--- src/pkg/rmux_pkg.sv ---
// constants shared by the relay multiplexer register ends
package rmux_pkg;
    localparam int unsigned  CLK_HZ          = 10000000;
    // read register numbers
    localparam logic [2:0]   RD_IDENT        = 3'h0;
    localparam logic [2:0]   RD_STATUS       = 3'h1;
    localparam logic [2:0]   RD_RELAY        = 3'h2;
    // write register numbers
    localparam logic [2:0]   WR_RESET        = 3'h0;
    localparam logic [2:0]   WR_OPEN         = 3'h3;
    localparam logic [2:0]   WR_CLOSE        = 3'h6;
    // status and command word fields
    localparam int unsigned  BUSY_BIT        = 1;
    localparam int unsigned  MASK_TREE_BIT   = 14;
    localparam int unsigned  MASK_BANKB_BIT  = 13;
    localparam int unsigned  MASK_BANKA_BIT  = 12;
    localparam int unsigned  TREE_LSB        = 8;
    localparam int unsigned  BANKB_LSB       = 4;
    localparam int unsigned  BANKA_LSB       = 0;
    localparam logic [3:0]   BANK_NONE       = 4'hc;
    localparam logic [15:0]  RELAY_RESET     = 16'h00cc;
    localparam logic [15:0]  ALL_ONES        = 16'hffff;
    localparam logic [2:0]   NO_TERMINAL     = 3'h7;
    // relay actuation time and settle wait
    localparam int unsigned  ACT_TIME_US     = 1000;
    localparam int unsigned  ACT_CYCLES      = (ACT_TIME_US * (CLK_HZ / 1000000));
    localparam int unsigned  SETTLE_TIME_US  = 1100;
    localparam int unsigned  SETTLE_CYCLES   = (SETTLE_TIME_US * (CLK_HZ / 1000000));
    localparam int unsigned  GAP_CYCLES      = 4;
    // controller command codes
    localparam logic [1:0]   CMD_READ        = 2'h0;
    localparam logic [1:0]   CMD_WRITE       = 2'h1;
    localparam logic [1:0]   CMD_IDENT       = 2'h2;
    // controller register numbers
    localparam logic [3:0]   CR_CMD          = 4'h0;
    localparam logic [3:0]   CR_DATA         = 4'h1;
    localparam logic [3:0]   CR_RESULT       = 4'h2;
    localparam logic [3:0]   CR_STATUS       = 4'h3;
    localparam logic [3:0]   CR_IDENT        = 4'h4;
endpackage

--- src/pkg/rmux_bus_if.sv ---
// backplane link between the local controller and the relay accessory
`timescale 1ns/1ps
interface rmux_bus_if;
    logic [2:0]  reg_num;
    logic [15:0] wr_data;
    logic        wr_stb;
    logic        rd_stb;
    logic [15:0] rd_data;
    logic        opening_pulse;
    logic        closing_pulse;
    logic        slot_reset;
    modport accessory (input reg_num, input wr_data, input wr_stb, input rd_stb, input slot_reset,
                       output rd_data, output opening_pulse, output closing_pulse);
    modport controller (output reg_num, output wr_data, output wr_stb, output rd_stb, output slot_reset,
                        input rd_data, input opening_pulse, input closing_pulse);
endinterface

--- src/design/rmux_accessory.sv ---
// relay multiplexer accessory: register decode and relay sequencing
//
// Overview of operation
// - separate read and write register decode
// - identity on low byte, high byte ones
// - five component bits, three terminal bits
// - controller reads identity, never gates commands
// - status bit one is busy
// - relay state on bits zero to eleven
// - empty bank reads binary 1100
// - closed channel digit in bank field
// - state updates after relay action done
// - controller waits before reading state
// - sixty channel: relay plus sense tree
// - sixty channel: closing bank A opens bank B
// - sixty channel: source tree is ninety-one
// - thermocouple variant reserves two trees
// - write zero resets all relays
// - mask bits enable tree, bank fields
// - tree bits eleven to eight map
// - close waits for opening pulse end; closing_pulse is raised while the close waits
//
// Added by the designer: the address-and-strobe port.
`timescale 1ns/1ps
module rmux_accessory #(
    parameter logic [4:0]  COMPONENT_ID = 5'h15,  // arbitrary value
    parameter bit          SIXTY_CH     = 1'b0,
    parameter int unsigned ACT_CYCLES   = rmux_pkg::ACT_CYCLES
) (
    input  wire logic       sys_clk,
    input  wire logic       rst,
    input  wire logic       terminal_present,
    input  wire logic [2:0] terminal_id,
    rmux_bus_if.accessory   bus,
    output logic [3:0]      tree_drive,
    output logic [3:0]      bank_a_drive,
    output logic [3:0]      bank_b_drive,
    output logic            busy
);
    typedef enum logic [2:0] {
        ST_IDLE  = 3'b001,
        ST_OPEN  = 3'b010,
        ST_CLOSE = 3'b100
    } rmux_state_type;

    rmux_state_type state_r;
    logic [31:0]    timer_r;
    logic [15:0]    cmd_r;
    logic           close_pend_r;
    logic [15:0]    close_cmd_r;
    logic [15:0]    relay_state_r;
    logic [15:0]    relay_state_nxt;
    logic [15:0]    rd_data_r;
    logic [7:0]     ident;
    logic           soft_reset;
    logic           do_open;
    logic           do_close;
    logic           timer_done;
    logic           reset_write;
    logic [2:0]     term_code;
    logic [31:0]    reset_hold_r;

    // write strobe aimed at one write register
    function automatic logic wr_hit(input logic stb, input logic [2:0] num, input logic [2:0] want);
        logic hit;
        hit = stb && (num == want);
        return hit;
    endfunction

    // write decode and identity
    assign reset_write = wr_hit(bus.wr_stb, bus.reg_num, rmux_pkg::WR_RESET);
    assign soft_reset  = rst | bus.slot_reset | reset_write;
    assign do_open     = wr_hit(bus.wr_stb, bus.reg_num, rmux_pkg::WR_OPEN);
    assign do_close    = wr_hit(bus.wr_stb, bus.reg_num, rmux_pkg::WR_CLOSE);
    assign timer_done  = (timer_r == 32'h0);
    assign term_code   = terminal_present ? terminal_id : rmux_pkg::NO_TERMINAL;
    assign ident       = {COMPONENT_ID, term_code};

    // applies a command word to one four-bit field
    function automatic logic [3:0] apply_field(input logic [3:0] cur, input logic [3:0] cmd,
                                               input logic en, input logic close);
        logic [3:0] res;
        res = cur;
        if (en && close) begin
            res = cmd;
        end else if (en) begin
            res = rmux_pkg::BANK_NONE;
        end
        return res;
    endfunction

    // new relay state from a finished command
    always_comb begin
        relay_state_nxt = relay_state_r;
        relay_state_nxt[rmux_pkg::BANKA_LSB +: 4] = apply_field(relay_state_r[rmux_pkg::BANKA_LSB +: 4],
            cmd_r[rmux_pkg::BANKA_LSB +: 4], cmd_r[rmux_pkg::MASK_BANKA_BIT], state_r == ST_CLOSE);
        relay_state_nxt[rmux_pkg::BANKB_LSB +: 4] = apply_field(relay_state_r[rmux_pkg::BANKB_LSB +: 4],
            cmd_r[rmux_pkg::BANKB_LSB +: 4], cmd_r[rmux_pkg::MASK_BANKB_BIT], state_r == ST_CLOSE);
        if (cmd_r[rmux_pkg::MASK_TREE_BIT]) begin
            if (state_r == ST_CLOSE) begin
                relay_state_nxt[rmux_pkg::TREE_LSB +: 4] = relay_state_r[rmux_pkg::TREE_LSB +: 4]
                                                           | cmd_r[rmux_pkg::TREE_LSB +: 4];
            end else begin
                relay_state_nxt[rmux_pkg::TREE_LSB +: 4] = relay_state_r[rmux_pkg::TREE_LSB +: 4]
                                                           & ~cmd_r[rmux_pkg::TREE_LSB +: 4];
            end
        end
        if (SIXTY_CH && state_r == ST_CLOSE && cmd_r[rmux_pkg::MASK_BANKA_BIT]) begin
            // one channel at a time: other bank cleared, sense trees set from command bits
            relay_state_nxt[rmux_pkg::BANKB_LSB +: 4] = rmux_pkg::BANK_NONE;
            relay_state_nxt[rmux_pkg::TREE_LSB + 1 +: 3] = cmd_r[rmux_pkg::TREE_LSB + 1 +: 3];
        end
        relay_state_nxt[15:12] = 4'h0;
    end

    // opening and closing sequencer
    always_ff @(posedge sys_clk or posedge rst) begin
        if (rst) begin
            state_r      <= ST_IDLE;
            timer_r      <= 32'h0;
            cmd_r        <= 16'h0;
            close_pend_r <= 1'b0;
            close_cmd_r  <= 16'h0;
        end else if (soft_reset) begin
            state_r      <= ST_IDLE;
            timer_r      <= 32'h0;
            close_pend_r <= 1'b0;
        end else begin
            unique case (state_r)
                ST_IDLE: begin
                    if (do_open) begin
                        state_r <= ST_OPEN;
                        cmd_r   <= bus.wr_data;
                        timer_r <= ACT_CYCLES - 1;
                    end else if (do_close || close_pend_r) begin
                        state_r      <= ST_CLOSE;
                        cmd_r        <= close_pend_r ? close_cmd_r : bus.wr_data;
                        close_pend_r <= 1'b0;
                        timer_r      <= ACT_CYCLES - 1;
                    end
                end
                ST_OPEN: begin
                    if (do_close) begin
                        close_pend_r <= 1'b1;
                        close_cmd_r  <= bus.wr_data;
                    end
                    if (timer_done) begin
                        state_r <= ST_IDLE;
                    end else begin
                        timer_r <= timer_r - 32'h1;
                    end
                end
                ST_CLOSE: begin
                    if (timer_done) begin
                        state_r <= ST_IDLE;
                    end else begin
                        timer_r <= timer_r - 32'h1;
                    end
                end
            endcase
        end
    end

    // relay state register, written when the action completes and loaded with the reset value on any reset
    always_ff @(posedge sys_clk or posedge rst) begin
        if (rst) begin
            relay_state_r <= rmux_pkg::RELAY_RESET;
        end else if (soft_reset) begin
            relay_state_r <= rmux_pkg::RELAY_RESET;
        end else if (state_r != ST_IDLE && timer_done) begin
            relay_state_r <= relay_state_nxt;
        end
    end

    // relays still dropping out for one action time after a slot reset or reset write
    always_ff @(posedge sys_clk or posedge rst) begin
        if (rst) begin
            reset_hold_r <= 32'h0;
        end else if (soft_reset) begin
            reset_hold_r <= ACT_CYCLES;
        end else if (reset_hold_r != 32'h0) begin
            reset_hold_r <= reset_hold_r - 32'h1;
        end
    end

    // register read port, data one cycle after the strobe
    always_ff @(posedge sys_clk or posedge rst) begin
        if (rst) begin
            rd_data_r <= rmux_pkg::ALL_ONES;
        end else if (bus.rd_stb) begin
            unique case (bus.reg_num)
                rmux_pkg::RD_IDENT:  rd_data_r <= {8'hff, ident};
                rmux_pkg::RD_STATUS: rd_data_r <= {14'h0, busy, 1'b0};
                rmux_pkg::RD_RELAY:  rd_data_r <= relay_state_r;
                default:             rd_data_r <= rmux_pkg::ALL_ONES;
            endcase
        end
    end

    // link outputs and relay drives
    assign busy              = (state_r != ST_IDLE) || close_pend_r || (reset_hold_r != 32'h0);
    assign bus.rd_data       = rd_data_r;
    assign bus.opening_pulse = (state_r == ST_OPEN);
    assign bus.closing_pulse = (state_r == ST_CLOSE) || close_pend_r;
    assign tree_drive        = relay_state_r[rmux_pkg::TREE_LSB +: 4];
    assign bank_a_drive      = relay_state_r[rmux_pkg::BANKA_LSB +: 4];
    assign bank_b_drive      = relay_state_r[rmux_pkg::BANKB_LSB +: 4];
endmodule

--- src/flat_wrapper.sv ---
// flat-port wrapper written by rule: the top's interface ports become plain ports
module rmux_accessory_flat 
#(
    parameter logic [4:0]  COMPONENT_ID = 5'h15,                    
    parameter bit          SIXTY_CH     = 1'b0,
    parameter int unsigned ACT_CYCLES   = rmux_pkg::ACT_CYCLES
)
  (sys_clk, rst, terminal_present, terminal_id, tree_drive, bank_a_drive, bank_b_drive, busy, bus_reg_num, bus_wr_data, bus_wr_stb, bus_rd_stb, bus_slot_reset, bus_rd_data, bus_opening_pulse, bus_closing_pulse);
  rmux_bus_if bus_i ();
  input  wire logic sys_clk;
  input  wire logic rst;
  input  wire logic terminal_present;
  input  wire logic [2:0] terminal_id;
  output logic [3:0] tree_drive;
  output logic [3:0] bank_a_drive;
  output logic [3:0] bank_b_drive;
  output logic busy;
  input wire logic [$bits(bus_i.reg_num)-1:0] bus_reg_num;
  input wire logic [$bits(bus_i.wr_data)-1:0] bus_wr_data;
  input wire logic [$bits(bus_i.wr_stb)-1:0] bus_wr_stb;
  input wire logic [$bits(bus_i.rd_stb)-1:0] bus_rd_stb;
  input wire logic [$bits(bus_i.slot_reset)-1:0] bus_slot_reset;
  output wire logic [$bits(bus_i.rd_data)-1:0] bus_rd_data;
  output wire logic [$bits(bus_i.opening_pulse)-1:0] bus_opening_pulse;
  output wire logic [$bits(bus_i.closing_pulse)-1:0] bus_closing_pulse;
  assign bus_i.reg_num = bus_reg_num;
  assign bus_i.wr_data = bus_wr_data;
  assign bus_i.wr_stb = bus_wr_stb;
  assign bus_i.rd_stb = bus_rd_stb;
  assign bus_i.slot_reset = bus_slot_reset;
  assign bus_rd_data = bus_i.rd_data;
  assign bus_opening_pulse = bus_i.opening_pulse;
  assign bus_closing_pulse = bus_i.closing_pulse;
  rmux_accessory #(.COMPONENT_ID(COMPONENT_ID), .SIXTY_CH(SIXTY_CH), .ACT_CYCLES(ACT_CYCLES)) u_core (.sys_clk(sys_clk), .rst(rst), .terminal_present(terminal_present), .terminal_id(terminal_id), .bus(bus_i), .tree_drive(tree_drive), .bank_a_drive(bank_a_drive), .bank_b_drive(bank_b_drive), .busy(busy));
endmodule
--- config.mk ---
export PLATFORM = sky130hd
export DESIGN_NAME = rmux_accessory_flat
export DESIGN_NICKNAME = d
export VERILOG_FILES = /design/src/pkg/rmux_pkg.sv /design/src/pkg/rmux_bus_if.sv /design/src/design/rmux_accessory.sv /design/src/flat_wrapper.sv
export SDC_FILE = /design/constraint.sdc
export NUM_CORES = 1
export LEC_CHECK = 0
export ABC_CLOCK_PERIOD_IN_PS = 6900
export BUFFER_PORTS_ARGS = -buffer_cell sky130_fd_sc_hd__clkbuf_2
export CAP_MARGIN = 20
export CORE_ASPECT_RATIO = 0.75
export CORE_MARGIN = 2
export CORE_UTILIZATION = 60
export CTS_BUF_LIST = sky130_fd_sc_hd__clkbuf_8
export DETAILED_ROUTE_END_ITERATION = 6
export GPL_TIMING_DRIVEN = 0
export PLACE_DENSITY = 0.78
export SLEW_MARGIN = 25
export SYNTH_ARGS = -nofsm -noshare
export SYNTH_HDL_FRONTEND = slang
export SYNTH_SLANG_ARGS = --single-unit
--- constraint.sdc ---
create_clock -name sys_clk -period 6.9 [get_ports sys_clk]
set_clock_uncertainty 0.05 [all_clocks]
set_input_delay 1.38 -clock sys_clk [delete_from_list [all_inputs] [get_ports sys_clk]]
set_output_delay 1.38 -clock sys_clk [all_outputs]
set_load 0.01 [all_outputs]
==> metrics.log, run 1 <==
[metrics] vias post-DR: 6019
[metrics] I/O pins: 59
[metrics] maximum capacitance violations: 0
[metrics] RSZ-0062 raised after global routing: no
[metrics] fraction of synthesis flops using an asynchronous set or reset pin: 100%
[metrics] shortest clock period the worst path allows after layout: 4130 ps
[metrics] # H-tree levels: 4
[metrics] first drt pass iteration count: 5
[metrics] top library cells by usage in the layout, fill and taps aside: sky130_fd_sc_hd__dfrtp_1 (105), sky130_fd_sc_hd__a21oi_1 (76), sky130_fd_sc_hd__nor2_1 (57), sky130_fd_sc_hd__clkbuf_2 (57), sky130_fd_sc_hd__nand2_1 (49)
[metrics] global-route usage over all layers: 30.0%
[metrics] count of fill cells added during filler insertion: 839
[metrics] Register Area: 0.00310 sq mm
[metrics] max-slew headroom at the worst pin: 38.7%
[metrics] Layout Area Growth over Synthesis: 13.7%
[metrics] initial antenna violation count: 0
[metrics] via density per instance: 6.51
[metrics] depth of the worst register-to-register path: 8
[metrics] Die Footprint: 0.0119 sq mm
[metrics] crit start category: flop
[metrics] cell-by-cell trace of the critical path: or4_1, nor3_1, and3_1, buf_2, nand3_1, clkbuf_2
[metrics] Peak VDD IR: 0.191 mV
[metrics] largest stage delay on the critical path: 630 ps
[metrics] Non-Filler Cell Area, Final: 0.00754 sq mm
[metrics] overall die height: 95.0 microns
[metrics] setup slack on the worst flop-to-flop path: 3960 ps
[metrics] area of combinational cells with multiple inputs: 0.00327 sq mm
[metrics] Mapped Cells: 694
[metrics] wire length on met1: 8.05 mm
[metrics] via count of the first global-routing pass: 5655
[metrics] met2 routed WL: 7.84 mm
[metrics] required time worst endpoint: 5470 ps
[metrics] Highest Signal Layer: met4
[metrics] worst reg2reg path endpoint: u_core.relay_state_r[8]$_DFFE_PP0P_
[metrics] DP HPWL: 12.2 mm
[metrics] count of antenna diodes in the layout: 0
[metrics] placer congestion estimate: 0.874
[metrics] Post-DP Area: 0.00713 sq mm
[metrics] global-route wire length before repair: 28.3 mm
[metrics] sequential area share after synthesis: 46.8%
[metrics] worst reg2reg path startpoint: u_core.timer_r[0]$_DFFE_PP0P_
[metrics] Worst-Skew Late Latency: 450 ps
[metrics] hold_ws: 447 ps
[metrics] post-cts hold buffer count: 0
[metrics] arrival time of data at the critical path endpoint: 2700 ps
[metrics] ratio of final minimum period to clock period: 59.8%
[metrics] number of core rows: 33
[metrics] final total power: 2.03 mW
[metrics] fin util: 69.4%
[metrics] clock slew at the register clock pins of the worst setup and hold paths: 80 ps
[metrics] post-synthesis instance area: 0.00663 sq mm
[metrics] critical path launch point: u_core.reset_hold_r[9]$_DFFE_PP0P_
[metrics] total grt overflow: 0
[metrics] critical path endpoint: busy
[metrics] result of the run: finished, final reports clean
[metrics] initial detailed-routing violation count: 633
[metrics] maximum number of pins on one net before global-route repair: 87
[metrics] sum of routed wire length over all layers: 17.3 mm
[metrics] ratio of cells with drive above 1 in the final layout: 20.0%
[metrics] Syn Area/Cell: 9.56 sq um
[metrics] number of enable-type register cells in the synthesized netlist: 0
[metrics] final setup violation count: 0
[metrics] worst-path cell with the longest stage delay: sky130_fd_sc_hd__or4_1
[metrics] crit path capture type: primary output
[metrics] nets@finish: 802
[metrics] flops & latches, synth: 123
[metrics] most common cell after layout, fill and taps aside: sky130_fd_sc_hd__dfrtp_1
[metrics] synthesis warning total: 0
[metrics] number of buffers created by CTS: 17
[metrics] wire length per cell: 18.8 microns
[metrics] number of design rule violations left after detail routing: 0
[metrics] input/output buffers: 57
[metrics] clock tree sinks: 123
[metrics] number of buffers on the longest clock path: 2
[metrics] critical path class: flop to primary output
[metrics] clock tree root driver cell: sky130_fd_sc_hd__clkbuf_8
[metrics] Max Fanout on Critical Path: 10
[metrics] total nets after synthesis: 725
[metrics] min-delay worst type: flop to flop
[metrics] number of slew-limit violations in the final report: 0
[metrics] Leak: 3.40 nW
[metrics] initial core utilization: 61.1%
[metrics] Resized cells post-CTS: 0
[metrics] routed length on met3: 1.24 mm
[metrics] Worst Hold Depth: 2
[metrics] TritonCTS clock tree: done
[metrics] transition time of the tightest slew-check pin: 912 ps
[metrics] ANT nets after route: 0
[metrics] placeable core area: 0.0109 sq mm
[metrics] die extent in x: 125 microns
[metrics] Synth Flop Type: sky130_fd_sc_hd__dfrtp_1
[metrics] number of buffers inserted by post-CTS setup repair: 0
[metrics] total negative slack: 0 ps
[metrics] number of unique standard cell types used by synthesis: 65
[metrics] power density cells: 269 mW/mm^2
[metrics] final hold violations: 0
[metrics] highest clock rate: 242 MHz
## worst max-delay path: cells and delay by family, from the launching register on
kind | cells | cell delay, ps
and+or+nand+nor | 4 | 1380
buffers and inverters | 2 | 430
DFF | 1 | 450
## flip-flops by register name, indices dropped and copies added, names as in the netlist
register	count
u_core.relay_state_r	12
u_core.bus.rd_data	13
u_core.reset_hold_r	32
u_core.state_r	3
u_core.close_pend_r	1
u_core.timer_r	32
u_core.cmd_r	15
u_core.close_cmd_r	15
## how the worst min path moves through the flow
stage | endpoint | startpoint | slack, ps
2_1_floorplan | u_core.close_cmd_r[0]$_DFFE_PP0P_ | u_core.close_cmd_r[0]$_DFFE_PP0P_ | 430
3_3_place_gp | u_core.bus.rd_data[7]$_DFFE_PP1P_ | u_core.bus.rd_data[7]$_DFFE_PP1P_ | 430
3_5_place_dp | u_core.bus.rd_data[7]$_DFFE_PP1P_ | u_core.bus.rd_data[7]$_DFFE_PP1P_ | 430
4_1_cts | u_core.bus.rd_data[7]$_DFFE_PP1P_ | u_core.bus.rd_data[7]$_DFFE_PP1P_ | 450
5_1_grt | u_core.bus.rd_data[5]$_DFFE_PP1P_ | u_core.bus.rd_data[5]$_DFFE_PP1P_ | 460
6_report | u_core.bus.rd_data[5]$_DFFE_PP1P_ | u_core.bus.rd_data[5]$_DFFE_PP1P_ | 450
## kinds of logic after synthesis
family | count (synthesis) | share of synthesized area, %
xor gates and xnor gates | 2 | 0.264
AOI/OAI and AO/OA | 180 | 17.0
DFF | 123 | 46.8
muxes | 53 | 8.28
buffers and inverters | 54 | 3.89
adders and majority gates | 3 | 0.566
and+or+nand+nor | 279 | 23.2
## area by class of cell
cell class | count | share of cell area (%)
Multi-Input combinational cell | 517 | 43.4
Sequential cell | 123 | 41.1
Timing Repair Buffer | 58 | 4.15
Clock buffer | 17 | 3.10
Buffer | 41 | 2.77
Clock inverter | 15 | 2.37
Tap cell | 140 | 2.32
Inverter | 13 | 0.747
## synthesized netlist by cell type, drive strengths merged, types with 2 or more instances
master,n,share of area [%]
mux2i,38,5.7
mux2,15,2.5
nor4,20,2.2
o2111ai,2,0.26
o41ai,2,0.26
nand2b,19,1.8
nor2b,2,0.19
o211ai,2,0.30
a21o,2,0.25
nand4b,3,0.40
buf,11,1.1
a31oi,7,0.66
nand3,21,1.6
a211oi,9,1.0
clkbuf,29,1.9
ha,3,0.57
nand4,10,0.94
dfstp,18,7.1
nand2,49,2.8
a21oi,76,5.7
a31o,2,0.26
or3b,2,0.26
a2111o,2,0.34
o311ai,2,0.26
o21ai,29,2.2
nor3,21,1.7
a311oi,7,0.92
o31a,2,0.26
o21a,3,0.34
nor2,58,3.3
or3,12,1.2
and2,4,0.42
o31ai,26,2.9
nor3b,7,0.79
or4,34,3.9
nor4b,2,0.26
or2,3,0.28
inv,13,0.74
and3,10,0.94
dfrtp,105,40
## power by group
group,switching (mW),total [mW],internal [mW]
logic,0.319,0.503,0.184
clock network,0.346,0.681,0.336
registers,0.0600,0.842,0.782
## routing by layer
metal	GRT usage [%]	vias up
li1	-	2784
met1	43.5	2963
met2	45.5	251
met3	7.07	21
met4	8.61	0
met5	0	-
## metrics by stage
step | instances | setup WS [ps]
after floorplan | 694 | 2230
after global placement | 891 | 917
after detailed placement | 892 | 3100
after CTS | 924 | 2780
after global routing | 924 | 2640
final | 924 | 2770
Power figures use the tool's default switching activity.
==> run 2, diff against run 1 <==
Settings changed: ABC_AREA from default to 1, ABC_CLOCK_PERIOD_IN_PS 6900 to 3630, CORE_UTILIZATION 60 to 56, PLACE_DENSITY 0.78 to 0.76.
Clock period 6.9 ns to 3.63 ns, I/O delays scaled along.
==> run 2 against run 1 <==
Effect of this change: setup slack got worse by 1900 ps; clock power rose by 95%; die area rose by 14%; sequential power rose by 82%; core utilization fell by 3.7 points; register-to-register slack got worse by 2600 ps; synthesized cell count rose by 40%; hold slack got worse by 240 ps; wire length rose by 3.8%; global-route usage fell by 2.1 points; synthesized area rose by 6.6%; critical path type unchanged.
==> metrics.log, run 2 <==
[metrics] DP HPWL: 13.3 mm (+9.4%)
[metrics] I/O pins: 59 (unchanged)
[metrics] overall die height: 101 microns (+6.6%)
[metrics] sequential area share after synthesis: 43.9% (-2.9 points)
[metrics] Resized cells post-CTS: 0 (unchanged)
[metrics] Synth Flop Type: sky130_fd_sc_hd__dfrtp_1
[metrics] largest stage delay on the critical path: 400 ps (-230 ps)
[metrics] clock tree root driver cell: sky130_fd_sc_hd__clkbuf_8
[metrics] ranking of synthesized cells by area: sky130_fd_sc_hd__dfrtp_1 (37%), sky130_fd_sc_hd__nand2_1 (13%), sky130_fd_sc_hd__nor2_1 (9.8%)
[metrics] maximum capacitance violations: 0 (unchanged)
[metrics] input/output buffers: 57 (unchanged)
[metrics] global-route wire length before repair: 29.9 mm (+5.5%)
[metrics] Worst-Skew Late Latency: 440 ps (about the same)
[metrics] initial core utilization: 57.4% (-3.6 points)
[metrics] result of the run: finished, final reports clean
[metrics] TritonCTS clock tree: done
[metrics] nets@finish: 1086 (+35%)
[metrics] shortest clock period the worst path allows after layout: 2770 ps
[metrics] Leak: 4.13 nW (+21%)
[metrics] number of core rows: 35 (+6.1%)
[metrics] number of standard cells in the final layout excluding fillers: 1234 (+34%)
[metrics] number of buffers inserted by post-CTS setup repair: 0 (unchanged)
[metrics] largest registers: u_core.reset_hold_r x32, u_core.timer_r x32
[metrics] final setup violation count: 0 (unchanged)
[metrics] post-cts hold buffer count: 0 (unchanged)
[metrics] Syn Area/Cell: 7.25 sq um (-24%)
[metrics] placeable core area: 0.0123 sq mm (+13%)
[metrics] worst-path cell with the longest stage delay: sky130_fd_sc_hd__dfrtp_1
[metrics] sum of routed wire length over all layers: 18.0 mm (+3.8%)
[metrics] post-placement cell count: 1202 (+35%)
[metrics] Peak VDD IR: 0.224 mV (+17%)
[metrics] synthesis warning total: 0 (unchanged)
[metrics] vias post-DR: 6618 (+10%)
[metrics] total grt overflow: 0 (unchanged)
[metrics] RSZ-0062 raised after global routing: no
[metrics] post-synthesis instance area: 0.00707 sq mm (+6.6%)
[metrics] power density cells: 421 mW/mm^2 (+56%)
[metrics] number of slew-limit violations in the final report: 0 (unchanged)
[metrics] number of design rule violations left after detail routing: 0 (unchanged)
[metrics] die extent in x: 134 microns (+6.6%)
[metrics] clock tree sinks: 123 (unchanged)
[metrics] final total power: 3.40 mW (+68%)
[metrics] # H-tree levels: 4 (unchanged)
[metrics] initial detailed-routing violation count: 620 (-2.1%)
[metrics] flops & latches, synth: 123 (unchanged)
[metrics] top library cells by usage in the layout, fill and taps aside: sky130_fd_sc_hd__nand2_1 (240), sky130_fd_sc_hd__nor2_1 (184), sky130_fd_sc_hd__dfrtp_1 (105)
[metrics] global-route usage over all layers: 27.9% (-2.1 points)
[metrics] share of the synthesized area in the top cell type: 37.2% (-2.4 points)
[metrics] ratio of final minimum period to clock period: 76.4%
[metrics] highest clock rate: 360 MHz
[metrics] ANT nets after route: 0 (unchanged)
[metrics] via count of the first global-routing pass: 5938 (+5.0%)
[metrics] worst reg2reg path startpoint: u_core.timer_r[0]$_DFFE_PP0P_
[metrics] count of antenna diodes in the layout: 0 (unchanged)
[metrics] critical path endpoint: busy
[metrics] Post-DP Area: 0.00766 sq mm (+7.5%)
[metrics] Die Footprint: 0.0135 sq mm (+14%)
[metrics] clock slew at the register clock pins of the worst setup and hold paths: 80 ps (about the same)
[metrics] via density per instance: 5.36 (-18%)
[metrics] number of unique standard cell types used by synthesis: 40 (-38%)
[metrics] required time worst endpoint: 2850 ps (-2620 ps)
[metrics] min-delay worst type: input pin to asynchronous set/reset pin
[metrics] first drt pass iteration count: 5 (unchanged)
[metrics] maximum number of pins on one net before global-route repair: 32 (-63%)
[metrics] max-slew headroom at the worst pin: 54.3% (+16 points)
[metrics] Mapped Cells: 975 (+40%)
[metrics] arrival time of data at the critical path endpoint: 2000 ps (-700 ps)
[metrics] number of buffers created by CTS: 17 (unchanged)
[metrics] biggest area consumer among synthesized cells: sky130_fd_sc_hd__dfrtp_1
[metrics] cell types with the highest counts after synthesis: sky130_fd_sc_hd__nand2_1 (241), sky130_fd_sc_hd__nor2_1 (184), sky130_fd_sc_hd__dfrtp_1 (105)
[metrics] Layout Area Growth over Synthesis: 14.5%
[metrics] total nets after synthesis: 1006 (+39%)
[metrics] crit path capture type: primary output
[metrics] library cell with the highest instance count after synthesis: sky130_fd_sc_hd__nand2_1
[metrics] crit start category: flop
[metrics] depth of the worst register-to-register path: 10 (+2)
[metrics] cell-by-cell trace of the critical path: inv_1, ha_1, nand3_1, nor3_1, nand4_1, clkbuf_2
[metrics] fraction of synthesis flops using an asynchronous set or reset pin: 100% (unchanged)
[metrics] worst reg2reg path endpoint: u_core.timer_r[28]$_DFFE_PP0P_
[metrics] setup slack on the worst flop-to-flop path: 1380 ps (-2580 ps)
[metrics] critical path class: flop to primary output
[metrics] number of buffers on the longest clock path: 2 (unchanged)
[metrics] ratio of cells with drive above 1 in the final layout: 15.7% (-4.3 points)
[metrics] count of fill cells added during filler insertion: 1095 (+31%)
[metrics] Non-Filler Cell Area, Final: 0.00809 sq mm (+7.3%)
[metrics] Max Fanout on Critical Path: 6 (-4)
[metrics] critical path launch point: u_core.reset_hold_r[0]$_DFFE_PP0P_
[metrics] wire length per cell: 14.6 microns (-22%)
[metrics] initial antenna violation count: 0 (unchanged)
[metrics] final hold violations: 0 (unchanged)
[metrics] placer congestion estimate: 0.918 (+5.1%)
[metrics] number of enable-type register cells in the synthesized netlist: 0 (unchanged)
[metrics] most common cell after layout, fill and taps aside: sky130_fd_sc_hd__nand2_1
[metrics] transition time of the tightest slew-check pin: 683 ps (-228 ps)
==> run 2: cell types whose count changed after synthesis, sizes merged, moves of 23 or more <==
cell | before | now
a21oi | 76 | 41
nand2 | 49 | 246
inv | 13 | 96
or4 | 34 | 0
xor2 | 1 | 27
mux2i | 38 | 0
nand3 | 21 | 65
nor2 | 58 | 191
o21ai | 29 | 52
==> run 2: critical path, delay by kind of cell (launching register included) <==
| kind | cells | cell delay (ps) |
|---|---|---|
| flops | 1 | 400 |
| buf+inv | 2 | 380 |
| fa+ha+maj | 1 | 230 |
| simple gates | 3 | 540 |
==> run 2: how the worst min path moves through the flow <==
stage | from | end | depth (start not counted)
after floorplan | u_core.close_cmd_r[14]$_DFFE_PP0P_ | u_core.close_cmd_r[14]$_DFFE_PP0P_ | 2
after detailed placement | u_core.relay_state_r[6]$_DFFE_PP1P_ | u_core.relay_state_r[6]$_DFFE_PP1P_ | 2
final | rst | u_core.reset_hold_r[5]$_DFFE_PP0P_ | 2
after global routing | rst | u_core.reset_hold_r[2]$_DFFE_PP0P_ | 2
after global placement | u_core.close_cmd_r[14]$_DFFE_PP0P_ | u_core.close_cmd_r[14]$_DFFE_PP0P_ | 2
after CTS | rst | u_core.reset_hold_r[5]$_DFFE_PP0P_ | 2
==> run 2: report_power, final <==
| part | total, mW | internal [mW] | switching [mW] |
|---|---|---|---|
| registers | 1.53 | 1.47 | 0.0633 |
| logic | 0.539 | 0.176 | 0.364 |
| clock network | 1.33 | 0.750 | 0.583 |
| total | 3.40 | 2.39 | 1.01 |
==> run 2: metal layers <==
layer	wire length [microns]	part of all wire [%]	vias up	track usage [%]
met2	7400	41	266	39.7
met4	252	1.4	0	7.94
met3	1370	7.6	31	4.75
met5	0	0	-	0
li1	-	-	3308	-
met1	8960	50	3013	43.6
==> run 2: cell families (layout without fill, tap and decap cells) <==
kind of cell | after synthesis | count (layout) | synth area share, %
XOR/XNOR | 28 | 28 | 3.47
adder cells (fa/ha/maj) | 3 | 3 | 0.531
AND/OR/NAND/NOR | 580 | 580 | 35.5
multiplexers | 6 | 6 | 0.956
buffers and inverters | 126 | 219 | 7.35
AO/OA/AOI/OAI | 109 | 109 | 8.34
flip-flops | 123 | 123 | 43.9
==> run 2: metrics by stage <==
| stage | util [%] | setup TNS, ps | hold WS, ps | setup slack, ps |
|---|---|---|---|---|
| finish | 65.8 | 0 | 211 | 855 |
| floorplan | - | -866 | 393 | -32.3 |
| CTS | 65.8 | 0 | 210 | 873 |
| detailed placement | 62.3 | 0 | 418 | 794 |
| global placement | 61.6 | -128660 | 405 | -1300 |
| global route | 65.8 | 0 | 232 | 774 |
==> run 2: final cells by class <==
type,instances,area [sq um],share of cell area (%)
plain buffers,29,168,2.07
clock buffers,17,234,2.89
clock inverters,15,198,2.44
inverters,97,369,4.56
multi-input cells,726,3450,42.6
flip-flops and latches,123,3100,38.3
well taps,166,208,2.57
repair buffers,61,365,4.51
